## src/hdl/rwm_pkg.sv

```systemverilog
// Shared constants for the relay warm-up and measurement sequencer.
// Assumes a single 100 MHz system clock and a 1 ms internal time base.
package rwm_pkg;
    // ****************************************
    // Bus and widths
    // ****************************************
    localparam int ADDR_W = 8;
    localparam int DATA_W = 32;
    localparam int TIME_W = 20;
    // ****************************************
    // Timing
    // ****************************************
    localparam int CLK_PERIOD_NS = 10;
    localparam int TICK_PERIOD_NS = 1000000;
    localparam int TICK_CYCLES = TICK_PERIOD_NS / CLK_PERIOD_NS;
    // ****************************************
    // Register offsets
    // ****************************************
    localparam logic [ADDR_W-1:0] OFS_CTRL = 8'h00;
    localparam logic [ADDR_W-1:0] OFS_LEAD = 8'h04;
    localparam logic [ADDR_W-1:0] OFS_CYCLE = 8'h08;
    localparam logic [ADDR_W-1:0] OFS_BURST = 8'h0c;
    localparam logic [ADDR_W-1:0] OFS_RECORD = 8'h10;
    localparam logic [ADDR_W-1:0] OFS_DECAY = 8'h14;
    localparam logic [ADDR_W-1:0] OFS_FILTER = 8'h18;
    localparam logic [ADDR_W-1:0] OFS_STATUS = 8'h1c;
    localparam logic [ADDR_W-1:0] OFS_RESULT = 8'h20;
    localparam logic [ADDR_W-1:0] OFS_LAST = 8'h24;
    // ****************************************
    // Fields and reset values
    // ****************************************
    localparam int CTRL_MODE_LSB = 0;
    localparam int CTRL_SETP_BIT = 2;
    localparam int CTRL_INV_BIT = 3;
    localparam int ST_RELAY_BIT = 0;
    localparam int ST_BURST_BIT = 1;
    localparam int ST_BAD_BIT = 2;
    localparam int ST_BUSY_BIT = 3;
    localparam logic [TIME_W-1:0] RST_LEAD = 20'h01388;
    localparam logic [TIME_W-1:0] RST_CYCLE = 20'h03a98;
    localparam logic [TIME_W-1:0] RST_BURST = 20'h0ea60;
    localparam logic [TIME_W-1:0] RST_RECORD = 20'h493e0;
    localparam logic [TIME_W-1:0] RST_DECAY = 20'h0ea60;
    localparam logic [TIME_W-1:0] RST_FILTER = 20'h00000;
    typedef enum logic [1:0] {
        RWM_OFF,
        RWM_WARM,
        RWM_DIG
    } rwm_mode_t;
endpackage

```

## src/hdl/rwm_div_if.sv

```systemverilog
// Request and answer bundle between the sequencer and its divider.
// Assumes both ends run on the same system clock.
`timescale 1ns/1ps
interface rwm_div_if #(parameter int W = 36);
    logic go;
    logic [W-1:0] dividend;
    logic [W-1:0] divisor;
    logic done;
    logic [W-1:0] quot;
    modport master (output go, output dividend, output divisor, input done, input quot);
    modport slave (input go, input dividend, input divisor, output done, output quot);
endinterface

```

## src/hdl/rwm_top.sv

```systemverilog
// Relay channel sequencer: digital output or sensor warm-up against bursts.
// Assumes register strobes and i_sample come from logic on i_sys_clk.
//
// Strobed register access and the register addresses were decided locally.
`timescale 1ns/1ps
module rwm_top #(
    parameter int P_TICK_CYCLES = rwm_pkg::TICK_CYCLES,
    parameter int P_DW = 16,
    parameter int P_NS = 8
) (
    input wire logic i_sys_clk,                        // 100 MHz clock
    input wire logic i_rst_n,                          // Async reset, active low
    input wire logic [rwm_pkg::ADDR_W-1:0] i_addr,     // Register byte address
    input wire logic [rwm_pkg::DATA_W-1:0] i_wdata,    // Write data
    input wire logic i_wr,                             // Write strobe
    input wire logic i_rd,                             // Read strobe
    output logic [rwm_pkg::DATA_W-1:0] o_rdata,        // Read data, next cycle
    input wire logic [P_DW-1:0] i_sample,              // Converted sensor value
    output logic o_relay,                              // Relay or sensor supply
    output logic o_rec_valid,                          // Record pulse
    output logic [P_DW-1:0] o_rec_value                // Recorded median
);
    import rwm_pkg::*;
    localparam int SW = P_DW + TIME_W;
    localparam int CW = $clog2(P_NS + 1);
    localparam int TCW = $clog2(P_TICK_CYCLES + 1);
    if (P_NS < 2 || (P_NS & (P_NS - 1)) != 0 || P_DW < 2 || P_DW > DATA_W ||
        P_TICK_CYCLES < 2) begin : g_chk
        $error("rwm_top: unsupported parameter values");
    end
    rwm_div_if #(.W(SW)) div_bus ();
    rwm_div #(.W(SW)) u_div (
        .i_sys_clk(i_sys_clk),
        .i_rst_n(i_rst_n),
        .bus(div_bus)
    );
    // ****************************************
    // State
    // ****************************************
    rwm_mode_t mode_r, mode_nxt;
    logic setp_r, setp_nxt, inv_r, inv_nxt;
    logic [TIME_W-1:0] lead_r, lead_nxt, cyc_r, cyc_nxt, blen_r, blen_nxt, rec_r, rec_nxt;
    logic [TIME_W-1:0] decay_r, decay_nxt, filt_r, filt_nxt;
    logic [TCW-1:0] tdiv_r, tdiv_nxt;
    logic tick_r, tick_nxt, burst_r, burst_nxt, relay_r, relay_nxt;
    logic [TIME_W-1:0] rcnt_r, rcnt_nxt, ccnt_r, ccnt_nxt, on_r, on_nxt, pts_r, pts_nxt;
    logic [SW-1:0] acc_r, acc_nxt;
    logic [P_DW-1:0] pval_r, pval_nxt, last_r, last_nxt, recv_r, recv_nxt;
    logic pbad_r, pbad_nxt, pfilt_r, pfilt_nxt, wait_r, wait_nxt, go_r, go_nxt;
    logic [SW-1:0] total_r, total_nxt;
    logic [TIME_W-1:0] feff_r, feff_nxt;
    logic lbad_r, lbad_nxt, rreq_r, rreq_nxt, rvld_r, rvld_nxt;
    logic [P_DW-1:0] val_r [P_NS], val_nxt [P_NS];
    logic [TIME_W-1:0] ts_r [P_NS], ts_nxt [P_NS];
    logic [P_NS-1:0] used_r, used_nxt, incl;
    logic [$clog2(P_NS)-1:0] wp_r, wp_nxt;
    logic [DATA_W-1:0] rdata_r, rdata_nxt;
    // ****************************************
    // Combinational helpers
    // ****************************************
    logic start_ev, rec_ev, meas_ev, sup_on, acc_en, store, rec_fire;
    logic [TIME_W-1:0] thr, lead_gap;
    logic [CW-1:0] n_incl, tgt, rank;
    logic [P_DW-1:0] med;
    assign div_bus.go = go_r;
    assign div_bus.dividend = total_r;
    assign div_bus.divisor = {{P_DW{1'b0}}, feff_r};
    assign o_rdata = rdata_r;
    assign o_relay = relay_r;
    assign o_rec_valid = rvld_r;
    assign o_rec_value = recv_r;
    // Median: rank by value, ties broken by slot index
    always_comb begin
        n_incl = '0;
        med = '0;
        for (int i = 0; i < P_NS; i++) begin
            incl[i] = used_r[i] && ((rec_r - 1'b1 - ts_r[i]) < decay_r);
            n_incl = n_incl + CW'(incl[i]);
        end
        tgt = (n_incl - 1'b1) >> 1;
        for (int i = 0; i < P_NS; i++) begin
            rank = '0;
            for (int j = 0; j < P_NS; j++) begin
                if (incl[j] && (val_r[j] < val_r[i] || (val_r[j] == val_r[i] && j < i))) begin
                    rank = rank + 1'b1;
                end
            end
            if (incl[i] && rank == tgt) begin
                med = val_r[i];
            end
        end
    end

    always_comb begin
        mode_nxt = mode_r;
        {lead_nxt, cyc_nxt, blen_nxt, rec_nxt} = {lead_r, cyc_r, blen_r, rec_r};
        {setp_nxt, inv_nxt, decay_nxt, filt_nxt} = {setp_r, inv_r, decay_r, filt_r};
        val_nxt = val_r;
        ts_nxt = ts_r;
        used_nxt = used_r;
        wp_nxt = wp_r;
        // 1 ms time base
        tick_nxt = (tdiv_r == TCW'(P_TICK_CYCLES - 1));
        tdiv_nxt = tick_nxt ? '0 : tdiv_r + 1'b1;
        rec_ev = tick_r && (rcnt_r == rec_r - 1'b1);
        start_ev = tick_r && !burst_r && (blen_r < rec_r) && (rcnt_r == rec_r - blen_r - 1'b1);
        meas_ev = tick_r && burst_r && (ccnt_r == cyc_r - 1'b1);
        rcnt_nxt = tick_r ? (rec_ev ? '0 : rcnt_r + 1'b1) : rcnt_r;
        burst_nxt = start_ev ? 1'b1 : (rec_ev ? 1'b0 : burst_r);
        ccnt_nxt = ccnt_r;
        if (start_ev || meas_ev) begin
            ccnt_nxt = '0;
        end else if (tick_r && burst_r) begin
            ccnt_nxt = ccnt_r + 1'b1;
        end
        if (start_ev) begin
            used_nxt = '0;
            wp_nxt = '0;
        end
        // Supply scheduling
        lead_gap = cyc_r - lead_r;
        sup_on = (lead_r != '0) && burst_r && !rec_ev &&
            ((lead_r >= cyc_r) || (ccnt_r >= lead_gap));
        case (mode_r)
            RWM_OFF: relay_nxt = 1'b0;
            RWM_DIG: relay_nxt = setp_r ^ inv_r;
            RWM_WARM: relay_nxt = sup_on;
            default: relay_nxt = 1'b0;
        endcase
        on_nxt = !relay_r ? '0 : ((tick_r && on_r != '1) ? on_r + 1'b1 : on_r);
        // Filter window
        feff_nxt = (filt_r >= cyc_r) ? cyc_r : filt_r;
        thr = cyc_r - feff_nxt;
        acc_en = tick_r && burst_r && (filt_r != '0) && (ccnt_r >= thr);
        acc_nxt = meas_ev ? '0 : (acc_en ? acc_r + SW'(i_sample) : acc_r);
        total_nxt = total_r;
        go_nxt = 1'b0;
        {pval_nxt, pts_nxt, pbad_nxt, pfilt_nxt} = {pval_r, pts_r, pbad_r, pfilt_r};
        wait_nxt = wait_r;
        store = wait_r && (!pfilt_r || div_bus.done);
        if (meas_ev) begin
            total_nxt = acc_r + SW'(i_sample);
            go_nxt = (filt_r != '0);
            pfilt_nxt = (filt_r != '0);
            pval_nxt = i_sample;
            pts_nxt = rcnt_r;
            pbad_nxt = (mode_r == RWM_WARM) &&
                ({1'b0, on_r} + 1'b1 < {1'b0, lead_r});
            wait_nxt = 1'b1;
        end else if (store) begin
            wait_nxt = 1'b0;
        end
        last_nxt = last_r;
        lbad_nxt = lbad_r;
        if (store) begin
            last_nxt = pfilt_r ? div_bus.quot[P_DW-1:0] : pval_r;
            lbad_nxt = pbad_r;
            val_nxt[wp_r] = last_nxt;
            ts_nxt[wp_r] = pts_r;
            used_nxt[wp_r] = 1'b1;
            wp_nxt = wp_r + 1'b1;
        end
        // Record point waits for a pending sample
        rec_fire = rreq_r && !wait_r;
        rreq_nxt = rec_ev ? 1'b1 : (rec_fire ? 1'b0 : rreq_r);
        rvld_nxt = rec_fire && (n_incl != '0);
        recv_nxt = rvld_nxt ? med : recv_r;
        // Register port
        if (i_wr) begin
            case (i_addr)
                OFS_CTRL: begin
                    mode_nxt = rwm_mode_t'(i_wdata[CTRL_MODE_LSB +: 2]);
                    setp_nxt = i_wdata[CTRL_SETP_BIT];
                    inv_nxt = i_wdata[CTRL_INV_BIT];
                end
                OFS_LEAD: lead_nxt = i_wdata[TIME_W-1:0];
                OFS_CYCLE: cyc_nxt = i_wdata[TIME_W-1:0];
                OFS_BURST: blen_nxt = i_wdata[TIME_W-1:0];
                OFS_RECORD: rec_nxt = i_wdata[TIME_W-1:0];
                OFS_DECAY: decay_nxt = i_wdata[TIME_W-1:0];
                OFS_FILTER: filt_nxt = i_wdata[TIME_W-1:0];
                default: ;
            endcase
        end
        rdata_nxt = '0;
        if (i_rd) begin
            case (i_addr)
                OFS_CTRL: rdata_nxt = DATA_W'({inv_r, setp_r, mode_r});
                OFS_LEAD: rdata_nxt = DATA_W'(lead_r);
                OFS_CYCLE: rdata_nxt = DATA_W'(cyc_r);
                OFS_BURST: rdata_nxt = DATA_W'(blen_r);
                OFS_RECORD: rdata_nxt = DATA_W'(rec_r);
                OFS_DECAY: rdata_nxt = DATA_W'(decay_r);
                OFS_FILTER: rdata_nxt = DATA_W'(filt_r);
                OFS_STATUS: rdata_nxt = DATA_W'({wait_r, lbad_r, burst_r, relay_r});
                OFS_RESULT: rdata_nxt = DATA_W'(recv_r);
                OFS_LAST: rdata_nxt = DATA_W'(last_r);
                default: rdata_nxt = '0;
            endcase
        end
    end

    always_ff @(posedge i_sys_clk or negedge i_rst_n) begin
        if (!i_rst_n) begin
            mode_r <= RWM_OFF;
            {lead_r, cyc_r, blen_r, rec_r} <= {RST_LEAD, RST_CYCLE, RST_BURST, RST_RECORD};
            {setp_r, inv_r, decay_r, filt_r} <= {2'b00, RST_DECAY, RST_FILTER};
            {tdiv_r, tick_r, burst_r, relay_r} <= '0;
            {rcnt_r, ccnt_r, on_r, pts_r, acc_r, total_r, feff_r} <= '0;
            {pval_r, last_r, recv_r, pbad_r, pfilt_r, wait_r, go_r} <= '0;
            {lbad_r, rreq_r, rvld_r, used_r, wp_r, rdata_r} <= '0;
            for (int i = 0; i < P_NS; i++) begin
                val_r[i] <= '0;
                ts_r[i] <= '0;
            end
        end else begin
            mode_r <= mode_nxt;
            {lead_r, cyc_r, blen_r, rec_r} <= {lead_nxt, cyc_nxt, blen_nxt, rec_nxt};
            {setp_r, inv_r, decay_r, filt_r} <= {setp_nxt, inv_nxt, decay_nxt, filt_nxt};
            {tdiv_r, tick_r, burst_r, relay_r} <= {tdiv_nxt, tick_nxt, burst_nxt, relay_nxt};
            {rcnt_r, ccnt_r, on_r, pts_r} <= {rcnt_nxt, ccnt_nxt, on_nxt, pts_nxt};
            {acc_r, total_r, feff_r} <= {acc_nxt, total_nxt, feff_nxt};
            {pval_r, last_r, recv_r} <= {pval_nxt, last_nxt, recv_nxt};
            {pbad_r, pfilt_r, wait_r, go_r} <= {pbad_nxt, pfilt_nxt, wait_nxt, go_nxt};
            {lbad_r, rreq_r, rvld_r} <= {lbad_nxt, rreq_nxt, rvld_nxt};
            {used_r, wp_r, rdata_r} <= {used_nxt, wp_nxt, rdata_nxt};
            val_r <= val_nxt;
            ts_r <= ts_nxt;
        end
    end

    // ****************************************
    // Checks
    // ****************************************
    property p_off;
        @(posedge i_sys_clk) disable iff (!i_rst_n)
        (mode_r == RWM_OFF) |=> !o_relay;
    endproperty
    a_off: assert property (p_off) else $error("relay high in off mode");
    property p_dig;
        @(posedge i_sys_clk) disable iff (!i_rst_n)
        (mode_r == RWM_DIG) |=> (o_relay == ($past(setp_r) ^ $past(inv_r)));
    endproperty
    a_dig: assert property (p_dig) else $error("digital level wrong");
    property p_zero;
        @(posedge i_sys_clk) disable iff (!i_rst_n)
        (mode_r == RWM_WARM && lead_r == '0) |=> !o_relay;
    endproperty
    a_zero: assert property (p_zero) else $error("relay on with zero lead");
    property p_long;
        @(posedge i_sys_clk) disable iff (!i_rst_n)
        (mode_r == RWM_WARM && lead_r != '0 && lead_r >= cyc_r && burst_r && !rec_ev)
            |=> o_relay;
    endproperty
    a_long: assert property (p_long) else $error("supply off inside burst");
    property p_short;
        @(posedge i_sys_clk) disable iff (!i_rst_n)
        (mode_r == RWM_WARM && lead_r != '0 && lead_r < cyc_r && burst_r && !rec_ev)
            |=> (o_relay == ($past(ccnt_r) >= $past(cyc_r) - $past(lead_r)));
    endproperty
    a_short: assert property (p_short) else $error("supply edge not at lead");
    property p_meas;
        @(posedge i_sys_clk) disable iff (!i_rst_n)
        start_ev |=> (ccnt_r == '0) && burst_r;
    endproperty
    a_meas: assert property (p_meas) else $error("burst start misaligned");
    property p_bad;
        @(posedge i_sys_clk) disable iff (!i_rst_n)
        (meas_ev && mode_r == RWM_WARM && lead_r > cyc_r && ccnt_r < lead_r && on_r < cyc_r)
            |=> pbad_r;
    endproperty
    a_bad: assert property (p_bad) else $error("early sample not invalid");
    property p_rec;
        @(posedge i_sys_clk) disable iff (!i_rst_n)
        (rec_fire && n_incl != '0) |=> o_rec_valid && (o_rec_value == $past(med));
    endproperty
    a_rec: assert property (p_rec) else $error("median not recorded");
    property p_decay;
        @(posedge i_sys_clk) disable iff (!i_rst_n)
        (rec_fire && n_incl == '0) |=> !o_rec_valid;
    endproperty
    a_decay: assert property (p_decay) else $error("record with empty window");
    property p_filt;
        @(posedge i_sys_clk) disable iff (!i_rst_n)
        meas_ev && filt_r != '0 |=> go_r ##[1:40] div_bus.done;
    endproperty
    a_filt: assert property (p_filt) else $error("filter average not formed");
endmodule // rwm_top

```

## src/hdl/rwm_div.sv

```systemverilog
// Restoring divider, one quotient bit per clock.
// Assumes go is a one-cycle pulse and divisor is non-zero.
`timescale 1ns/1ps
module rwm_div #(
    parameter int W = 36
) (
    input wire logic i_sys_clk, // System clock
    input wire logic i_rst_n,   // Async reset, active low
    rwm_div_if.slave bus        // Divide request and answer
);
    logic [W:0] rem_r, rem_nxt, sh;
    logic [W-1:0] quo_r, quo_nxt, dvs_r, dvs_nxt;
    logic [$clog2(W+1)-1:0] cnt_r, cnt_nxt;
    logic busy_r, busy_nxt, done_r, done_nxt;
    if (W < 2) begin : g_chk
        $error("rwm_div: width below 2");
    end

    assign bus.done = done_r;
    assign bus.quot = quo_r;

    always_comb begin
        rem_nxt = rem_r;
        quo_nxt = quo_r;
        dvs_nxt = dvs_r;
        cnt_nxt = cnt_r;
        busy_nxt = busy_r;
        done_nxt = 1'b0;
        sh = {rem_r[W-1:0], quo_r[W-1]};
        if (bus.go) begin
            rem_nxt = '0;
            quo_nxt = bus.dividend;
            dvs_nxt = bus.divisor;
            cnt_nxt = ($clog2(W+1))'(W);
            busy_nxt = 1'b1;
        end else if (busy_r) begin
            quo_nxt = {quo_r[W-2:0], 1'b0};
            rem_nxt = sh;
            if (sh >= {1'b0, dvs_r}) begin
                rem_nxt = sh - {1'b0, dvs_r};
                quo_nxt[0] = 1'b1;
            end
            cnt_nxt = cnt_r - 1'b1;
            if (cnt_r == 1) begin
                busy_nxt = 1'b0;
                done_nxt = 1'b1;
            end
        end
    end

    always_ff @(posedge i_sys_clk or negedge i_rst_n) begin
        if (!i_rst_n) begin
            rem_r <= '0;
            quo_r <= '0;
            dvs_r <= '0;
            cnt_r <= '0;
            busy_r <= 1'b0;
            done_r <= 1'b0;
        end else begin
            rem_r <= rem_nxt;
            quo_r <= quo_nxt;
            dvs_r <= dvs_nxt;
            cnt_r <= cnt_nxt;
            busy_r <= busy_nxt;
            done_r <= done_nxt;
        end
    end
endmodule // rwm_div

```

## config.mk

```make
export PLATFORM = sky130hd
export DESIGN_NAME = rwm_top
export DESIGN_NICKNAME = d
export VERILOG_FILES = /design/src/hdl/rwm_pkg.sv /design/src/hdl/rwm_div_if.sv /design/src/hdl/rwm_top.sv /design/src/hdl/rwm_div.sv
export SDC_FILE = /design/constraint.sdc
export NUM_CORES = 2
export LEC_CHECK = 0
export ABC_AREA = 0
export ABC_CLOCK_PERIOD_IN_PS = 18500
export BUFFER_PORTS_ARGS = -buffer_cell sky130_fd_sc_hd__buf_2
export CORE_AREA = 2 2 518 520
export DETAILED_ROUTE_END_ITERATION = 6
export DIE_AREA = 0 0 520 522
export HOLD_SLACK_MARGIN = 0.03
export PLACE_DENSITY = 0.38
export SYNTH_ARGS = -nofsm -noshare
export SYNTH_HDL_FRONTEND = slang
export SYNTH_SLANG_ARGS = --single-unit
```

## constraint.sdc

```tcl
create_clock -name i_sys_clk -period 18.5 [get_ports i_sys_clk]
set_input_delay 3.7 -clock i_sys_clk [delete_from_list [all_inputs] [get_ports i_sys_clk]]
set_output_delay 3.7 -clock i_sys_clk [all_outputs]
set_load 0.005 [all_outputs]
```

# Word level (Yosys, flattened, before mapping)
# Cells that the tools add are included.
[op_classes] n_addsub=87 n_lt_le_gt_ge=83 eq_ne=54 n_mux=118 bitwise=3 reduce_logical=151
[ops] op="16-bit < comparator" count=64
[ops] op="16-bit == test" count=28
[ops] op="36-bit two-way mux" count=7
[ops] op="4-bit two-way mux" count=56
[ops] op="20-bit subtractor" count=11
[ops] op="20-bit one-hot mux with 10 select lines" count=1
[ops] op="4-bit by 1-bit adder with 4-bit output (second input constant)" count=48
[ops] op="20-bit < comparator" count=9
[ops] op="160-bit bitwise mux" count=1
[ops] op="16-bit two-way mux" count=10
[ops] op="20-bit two-way mux" count=8
[ops] op="128-bit bitwise mux" count=1
[ops] op="1-bit logical AND" count=98
[ops] op="20-bit >= comparator" count=4
[ops] op="20-bit by 1-bit adder with 20-bit output (second input constant)" count=3
[ops] op="20-bit demux with 3-bit select" count=1
[ops] op="20-bit == test" count=3
[ops] op="20-bit by 1-bit subtractor with 20-bit output (second input constant)" count=3
[ops] op="16-bit demux with 3-bit select" count=1
[ops] op="20-bit nonzero test" count=2
[ops] op="37-bit by 20-bit >= comparator with 1-bit output" count=1
[ops] op="36-bit by 16-bit adder with 36-bit output" count=1
[ops] op="36-bit by 20-bit subtractor with 36-bit output" count=1
[ops] op="4-bit by 3-bit == test with 1-bit output" count=8
[ops] op="other kinds (41)" count=126
[totals] regBits=802 inputBits=60 out_inout_bits=50 elab_cells=551

# Longest topological paths before layout
[logic_depth] word_depth=30 ltp_mapped=51 ltp_nobuf=50

# Cells and area by module
# From an unflattened synthesis, not the netlist that was laid out.
[unflattened] hier_cells=7685 area_unflattened_um2=67699.9
[by_module_without_submodules] module="rwm_top" n_inst=1 cells_per_inst=6879 area_each_um2=60620.6 seq_area_each_um2=17309.1
[by_module_without_submodules] module="rwm_div" n_inst=1 cells_per_inst=806 area_each_um2=7079.3 seq_area_each_um2=2902.8

# Worst setup path before layout
# Ideal clock, no wire load.
[synth_path] kind="register -> register" startpoint="reg rec_r[0]" endpoint="reg recv_r[10] (netlist: o_rec_value[10])" arrival_time_ns=10.468 required_time_ns=18.370 slack_ns=7.902 stages_incl_launch_ff=41 cell_sequence="dfrtp_1 > inv_1 > ha_1 > inv_1 > ha_1 > nor2b_1 > o21ai_0 > a21boi_0 > o21ai_0 > a21boi_0 > o21ai_0 > a21boi_0 > o21ai_0 > a21boi_0 > o211ai_1 > and3_1 > o41ai_1 > a21oi_1 > [... 5 more ...] > inv_1 > fa_1 > fa_1 > inv_1 > ha_1 > fa_1 > inv_1 > ha_1 > xor2_1 > o21ai_0 > mux2_2 > mux2_2 > a2111o_1 > buf_6 > a32oi_1 > mux2i_1 > mux2i_1 > o31ai_1"
[synth_between] elab_chain_cells=30 word_cells_on_any_way=243 classes_between="add/sub (73); order compare (8); eq/ne (8); mux (72); reduce/logical (82)"
[synth_lines] item="start: declaration" line="rwm_top.sv:42" source="logic [TIME_W-1:0] lead_r, lead_nxt, cyc_r, cyc_nxt, blen_r, blen_nxt, rec_r, rec_nxt;"
[synth_lines] item="start signal: assignment" line="rwm_top.sv:206" source="{lead_r, cyc_r, blen_r, rec_r} <= {RST_LEAD, RST_CYCLE, RST_BURST, RST_RECORD};"
[synth_lines] item="start signal: assignment" line="rwm_top.sv:218" source="{lead_r, cyc_r, blen_r, rec_r} <= {lead_nxt, cyc_nxt, blen_nxt, rec_nxt};"
[synth_lines] item="20-bit by 1-bit subtractor with 20-bit output (*)" line="rwm_top.sv:77" source="incl[i] = used_r[i] && ((rec_r - 1'b1 - ts_r[i]) < decay_r);"
[synth_lines] item="20-bit subtractor" line="rwm_top.sv:77"
[synth_lines] item="20-bit < comparator" line="rwm_top.sv:77"
[synth_lines] item="1-bit logical AND" line="rwm_top.sv:77"
[synth_lines] item="1-bit logical AND" line="rwm_top.sv:84" source="if (incl[j] && (val_r[j] < val_r[i] || (val_r[j] == val_r[i] && j < i))) begin"
[synth_lines] item="1-bit two-way mux" line="rwm_top.sv:84"
[synth_lines] item="1-bit by 1-bit adder with 2-bit output" line="rwm_top.sv:85" source="rank = rank + 1'b1;"
[synth_lines] item="4-bit two-way mux" line="rwm_top.sv:84"
[synth_lines] item="[... 7 more ...]"
[synth_lines] item="4-bit two-way mux" line="rwm_top.sv:84"
[synth_lines] item="4-bit by 1-bit adder with 4-bit output" line="rwm_top.sv:85"
[synth_lines] item="4-bit two-way mux" line="rwm_top.sv:84"
[synth_lines] item="4-bit by 1-bit adder with 4-bit output" line="rwm_top.sv:85"
[synth_lines] item="4-bit two-way mux" line="rwm_top.sv:84"
[synth_lines] item="4-bit by 3-bit == test with 1-bit output" line="rwm_top.sv:88" source="if (incl[i] && rank == tgt) begin"
[synth_lines] item="1-bit logical AND" line="rwm_top.sv:88"
[synth_lines] item="16-bit two-way mux (8 in a row)" line="rwm_top.sv:88"
[synth_lines] item="end signal: assignment" line="rwm_top.sv:223" source="{pval_r, last_r, recv_r} <= {pval_nxt, last_nxt, recv_nxt};"
[synth_lines] item="end: declaration" line="rwm_top.sv:48" source="logic [P_DW-1:0] pval_r, pval_nxt, last_r, last_nxt, recv_r, recv_nxt;"
# Every way passes the cells marked *; elsewhere a longest branch is shown, timed or not.
# A chain may end at the register's enable or synchronous reset.

# Final worst setup path
[layout_path] startpoint="reg rec_r[0]" endpoint="reg recv_r[7] (netlist: o_rec_value[7])"
# The elaborated chain is that of the path after synthesis.

==> impl_metrics.yaml <==
placement:
  place_ws_ns: 5.65
  gp_congestion: 0.879
  place_area_um2: 71100
  portBuffers: 85
  hpwl_um: 190000
clock_network:
  cts_hold_buf: 0
  clk_latency_ns: 0.75
  cts_buffers: 102
  htreeDepth: 3
  cts_setup_buffers: 0
  cts_buffer_depth: 3
  ctsResizeCount: 0
  cts_tree: "done"
  path_clk_slew_ns: 0.06
  cts_sinks: 790
  clockRootBuffer: "clkbuf_16"
synth:
  yosysWarnings: 0
  yosys.area_share.simple_pct: 15.6
  yosys_most_used_dff: "dfrtp_1"
  synth-adder-area-share_pct: 19.6
  syn_area_per_cell_um2: 8.85
  synth_area_leader_cell: "dfrtp_1"
  synth_edf_count: 0
  synth_xor_area_share_pct: 6.81
  synth_compound_area_share_pct: 17.0
  syn_inst: 7465
  ys_async_sr_fraction_pct: 100
  synth_seq_cells: 790
  synth_top_family_by_area: "adder cells"
  synth_cell_type_count: 100
  synth_seq_area_share_pct: 30.0
  netlist_area_um2: 66100
  yosys-mux-area-fraction_pct: 5.88
  ys_top_cells_by_area: "dfrtp_1 (29%), ha_1 (19%), mux2_2 (4.1%)"
  synth_top_cell_area_share_pct: 28.6
drt:
  via_count: 55299
  routedWlPerCell_um: 22.1
  first_iter_violations: 3338
  wirelength_um: 247000
  avgViaCountPerCell: 4.94
  route.detailed.drc: 0
  antenna_left: 0
  dr.pass1.iters: 6
finish:
  ff_latch_area_um2: 19800
  fin_nets: 8638
  multiInputGateArea_um2: 43000
  finish.instance_area_um2: 74600
  drive_above_1_share_pct: 9.75
  area_growth_pct: 12.8
  fillers: 28330
timing:
  layout_min_cycle_time_ns: 12.79
  final_hold_viol_count: 0
  tns_ns: 0
  skew_ns: 0.0577
  whs_ns: 0.460
  setup_slack_ns: 5.71
  rsz0062_at_grt: "no"
  fmax_mhz: 78.2
  period_share_pct: 69.2
  slew_viol_final: 0
  max_slew_margin_pct: 11.5
  setup_viol: 0
  worst_pin_slew_ns: 1.33
grt:
  grt_pass1_wl_um: 367000
  overflow: 0
  grt_max_degree: 85
  grt_usage_pct: 17.9
  antenna_found_initial: 18
  grt_pass1_vias: 55422
power:
  p_leak_nw: 34.2
  total_power_mw: 5.82
  power.density_nw_per_um2: 78.1
  vdd_drop_max_uv: 68.7
die:
  start_util_pct: 24.8
  die-width_um: 520
  dieArea_um2: 271000
  core.rowCount: 190
  fp.coreArea_um2: 266000
  io_pins: 110
  die_y_um: 522
worst_setup_path:
  worst_ep_arrival_time_ns: 13.39
  worstSetupPathType: "flip-flop to flip-flop"
  slowest_stage: "nand3b_1"
  startpoint: "rec_r[0]"
  slowest_delay_ns: 0.80
  rr_startpoint: "rec_r[0]"
  required_ns: 19.10
  crit_path_start_kind: "flip-flop"
  path_delay_family: "compound AO/OA/AOI/OAI gates"
  critPathMaxFanout: 19
  crit_top_cell: "xnor2_1"
  crit_buf_inv: 10
  endpoint_kind: "flip-flop"
run_status:
  status: "completed"
worst_hold_path:
  hold_class: "flip-flop to flip-flop"
  hold_start: "feff_r[5]"
flow_run:
  max_cap_viol_count: 0
[per-stage QoR]
| stage | util [%] | cells |
|---|---|---|
| after global routing | 28.0 | 11186 |
| final | 28.0 | 11193 |
| after detailed placement | 26.7 | 11000 |
| after CTS | 28.0 | 11185 |
| after global placement | 26.7 | 11000 |
| after floorplan | - | 7476 |
[cells in the final DEF (no fill, tap or decap), types with 69 or more instances in the layout]
cell type	netlist	routed
a211oi_1	75	75
a21boi_0	79	79
a21o_1	147	147
a21oi_1	378	378
buf_2	11	84
buf_4	17	137
clkbuf_16	0	102
dfrtp_1	756	754
ha_1	1009	1009
inv_1	618	618
mux2_2	242	242
mux2i_1	116	116
nand2_1	718	718
nand2b_1	69	69
nand3_1	160	158
nand4_1	138	138
nor2_1	580	574
nor3_1	107	104
o21ai_0	511	510
xnor2_1	309	309
xor2_1	158	158
[cell usage after synthesis (28+ instances only)]
| cell type | number |
|---|---|
| a211oi_1 | 75 |
| a21boi_0 | 79 |
| a21o_1 | 147 |
| a21oi_1 | 378 |
| a22oi_1 | 66 |
| a31oi_1 | 36 |
| and2_1 | 61 |
| and3_1 | 66 |
| clkbuf_1 | 181 |
| dfrtp_1 | 756 |
| dfstp_2 | 34 |
| ha_1 | 1009 |
| inv_1 | 618 |
| mux2_2 | 242 |
| mux2i_1 | 116 |
| nand2_1 | 718 |
| nand2b_1 | 69 |
| nand3_1 | 160 |
| nand4_1 | 138 |
| nor2_1 | 580 |
| nor2b_1 | 66 |
| nor3_1 | 107 |
| nor4_1 | 61 |
| o211ai_1 | 38 |
| o21a_1 | 62 |
| o21ai_0 | 511 |
| o21bai_1 | 28 |
| o31ai_1 | 38 |
| or3_1 | 61 |
| xnor2_1 | 309 |
| xor2_1 | 158 |
[area by class of cell]
cell class	instances	share of cell area, %
antenna	8	0.0268
timing repair buffer	222	1.96
tap	3552	5.96
sequential	790	26.6
clock inverter	42	0.834
multi-input combinational	5817	57.7
clock buffer	143	3.83
inverter	619	3.12
[sequential cells by signal, indices dropped and copies added (netlist names), 36 cells and up]
register / count
u_div.bus.quot: 36
u_div.rem_r: 36
acc_r: 36
val_r: 128
div_bus.dividend: 36
ts_r: 160
[path summary, 6_finish.rpt]
path	cells after the start	slack, ns	end
setup / recovery	47	5.71	o_rec_value[7]
hold / removal	2	0.46	u_div.dvs_r[5]
setup reg to reg	47	5.71	o_rec_value[7]
hold reg to reg	2	0.46	u_div.dvs_r[5]
max in group asynchronous	4	12.40	ts_r[154]
min in group asynchronous	1	2.95	div_bus.dividend[29]
[power by group]
part	leakage [nW]	internal, mW	switching (mW)
logic	21.9	0.842	1.10
clock network	1.71	1.25	0.860
registers	10.6	1.75	0.0286
total	34.2	3.84	1.99
[routing by layer]
metal,part of all wire (%),track usage (%),vias to the layer above
met1,48,25.1,27019
met5,0.018,0,-
met3,4.2,2.07,317
li1,-,-,26842
met2,45,28.9,1113
met4,3.1,5.12,8
[worst min-delay path, stage by stage (launching register included)]
cell	delay, ns
dfrtp_1	0.32
nand2_1	0.05
o21ai_0	0.05
[kinds of logic (layout without fill, tap and decap cells)]
group / after synthesis / after routing
flops: 790 / 790
fa+ha+maj: 1026 / 1026
buf+inv: 869 / 1026
xor+xnor: 485 / 485
mux: 358 / 358
other cells: 1 / 20
simple gates: 2184 / 2184
compound gates: 1752 / 1752
(Power assumes the default switching activity.)
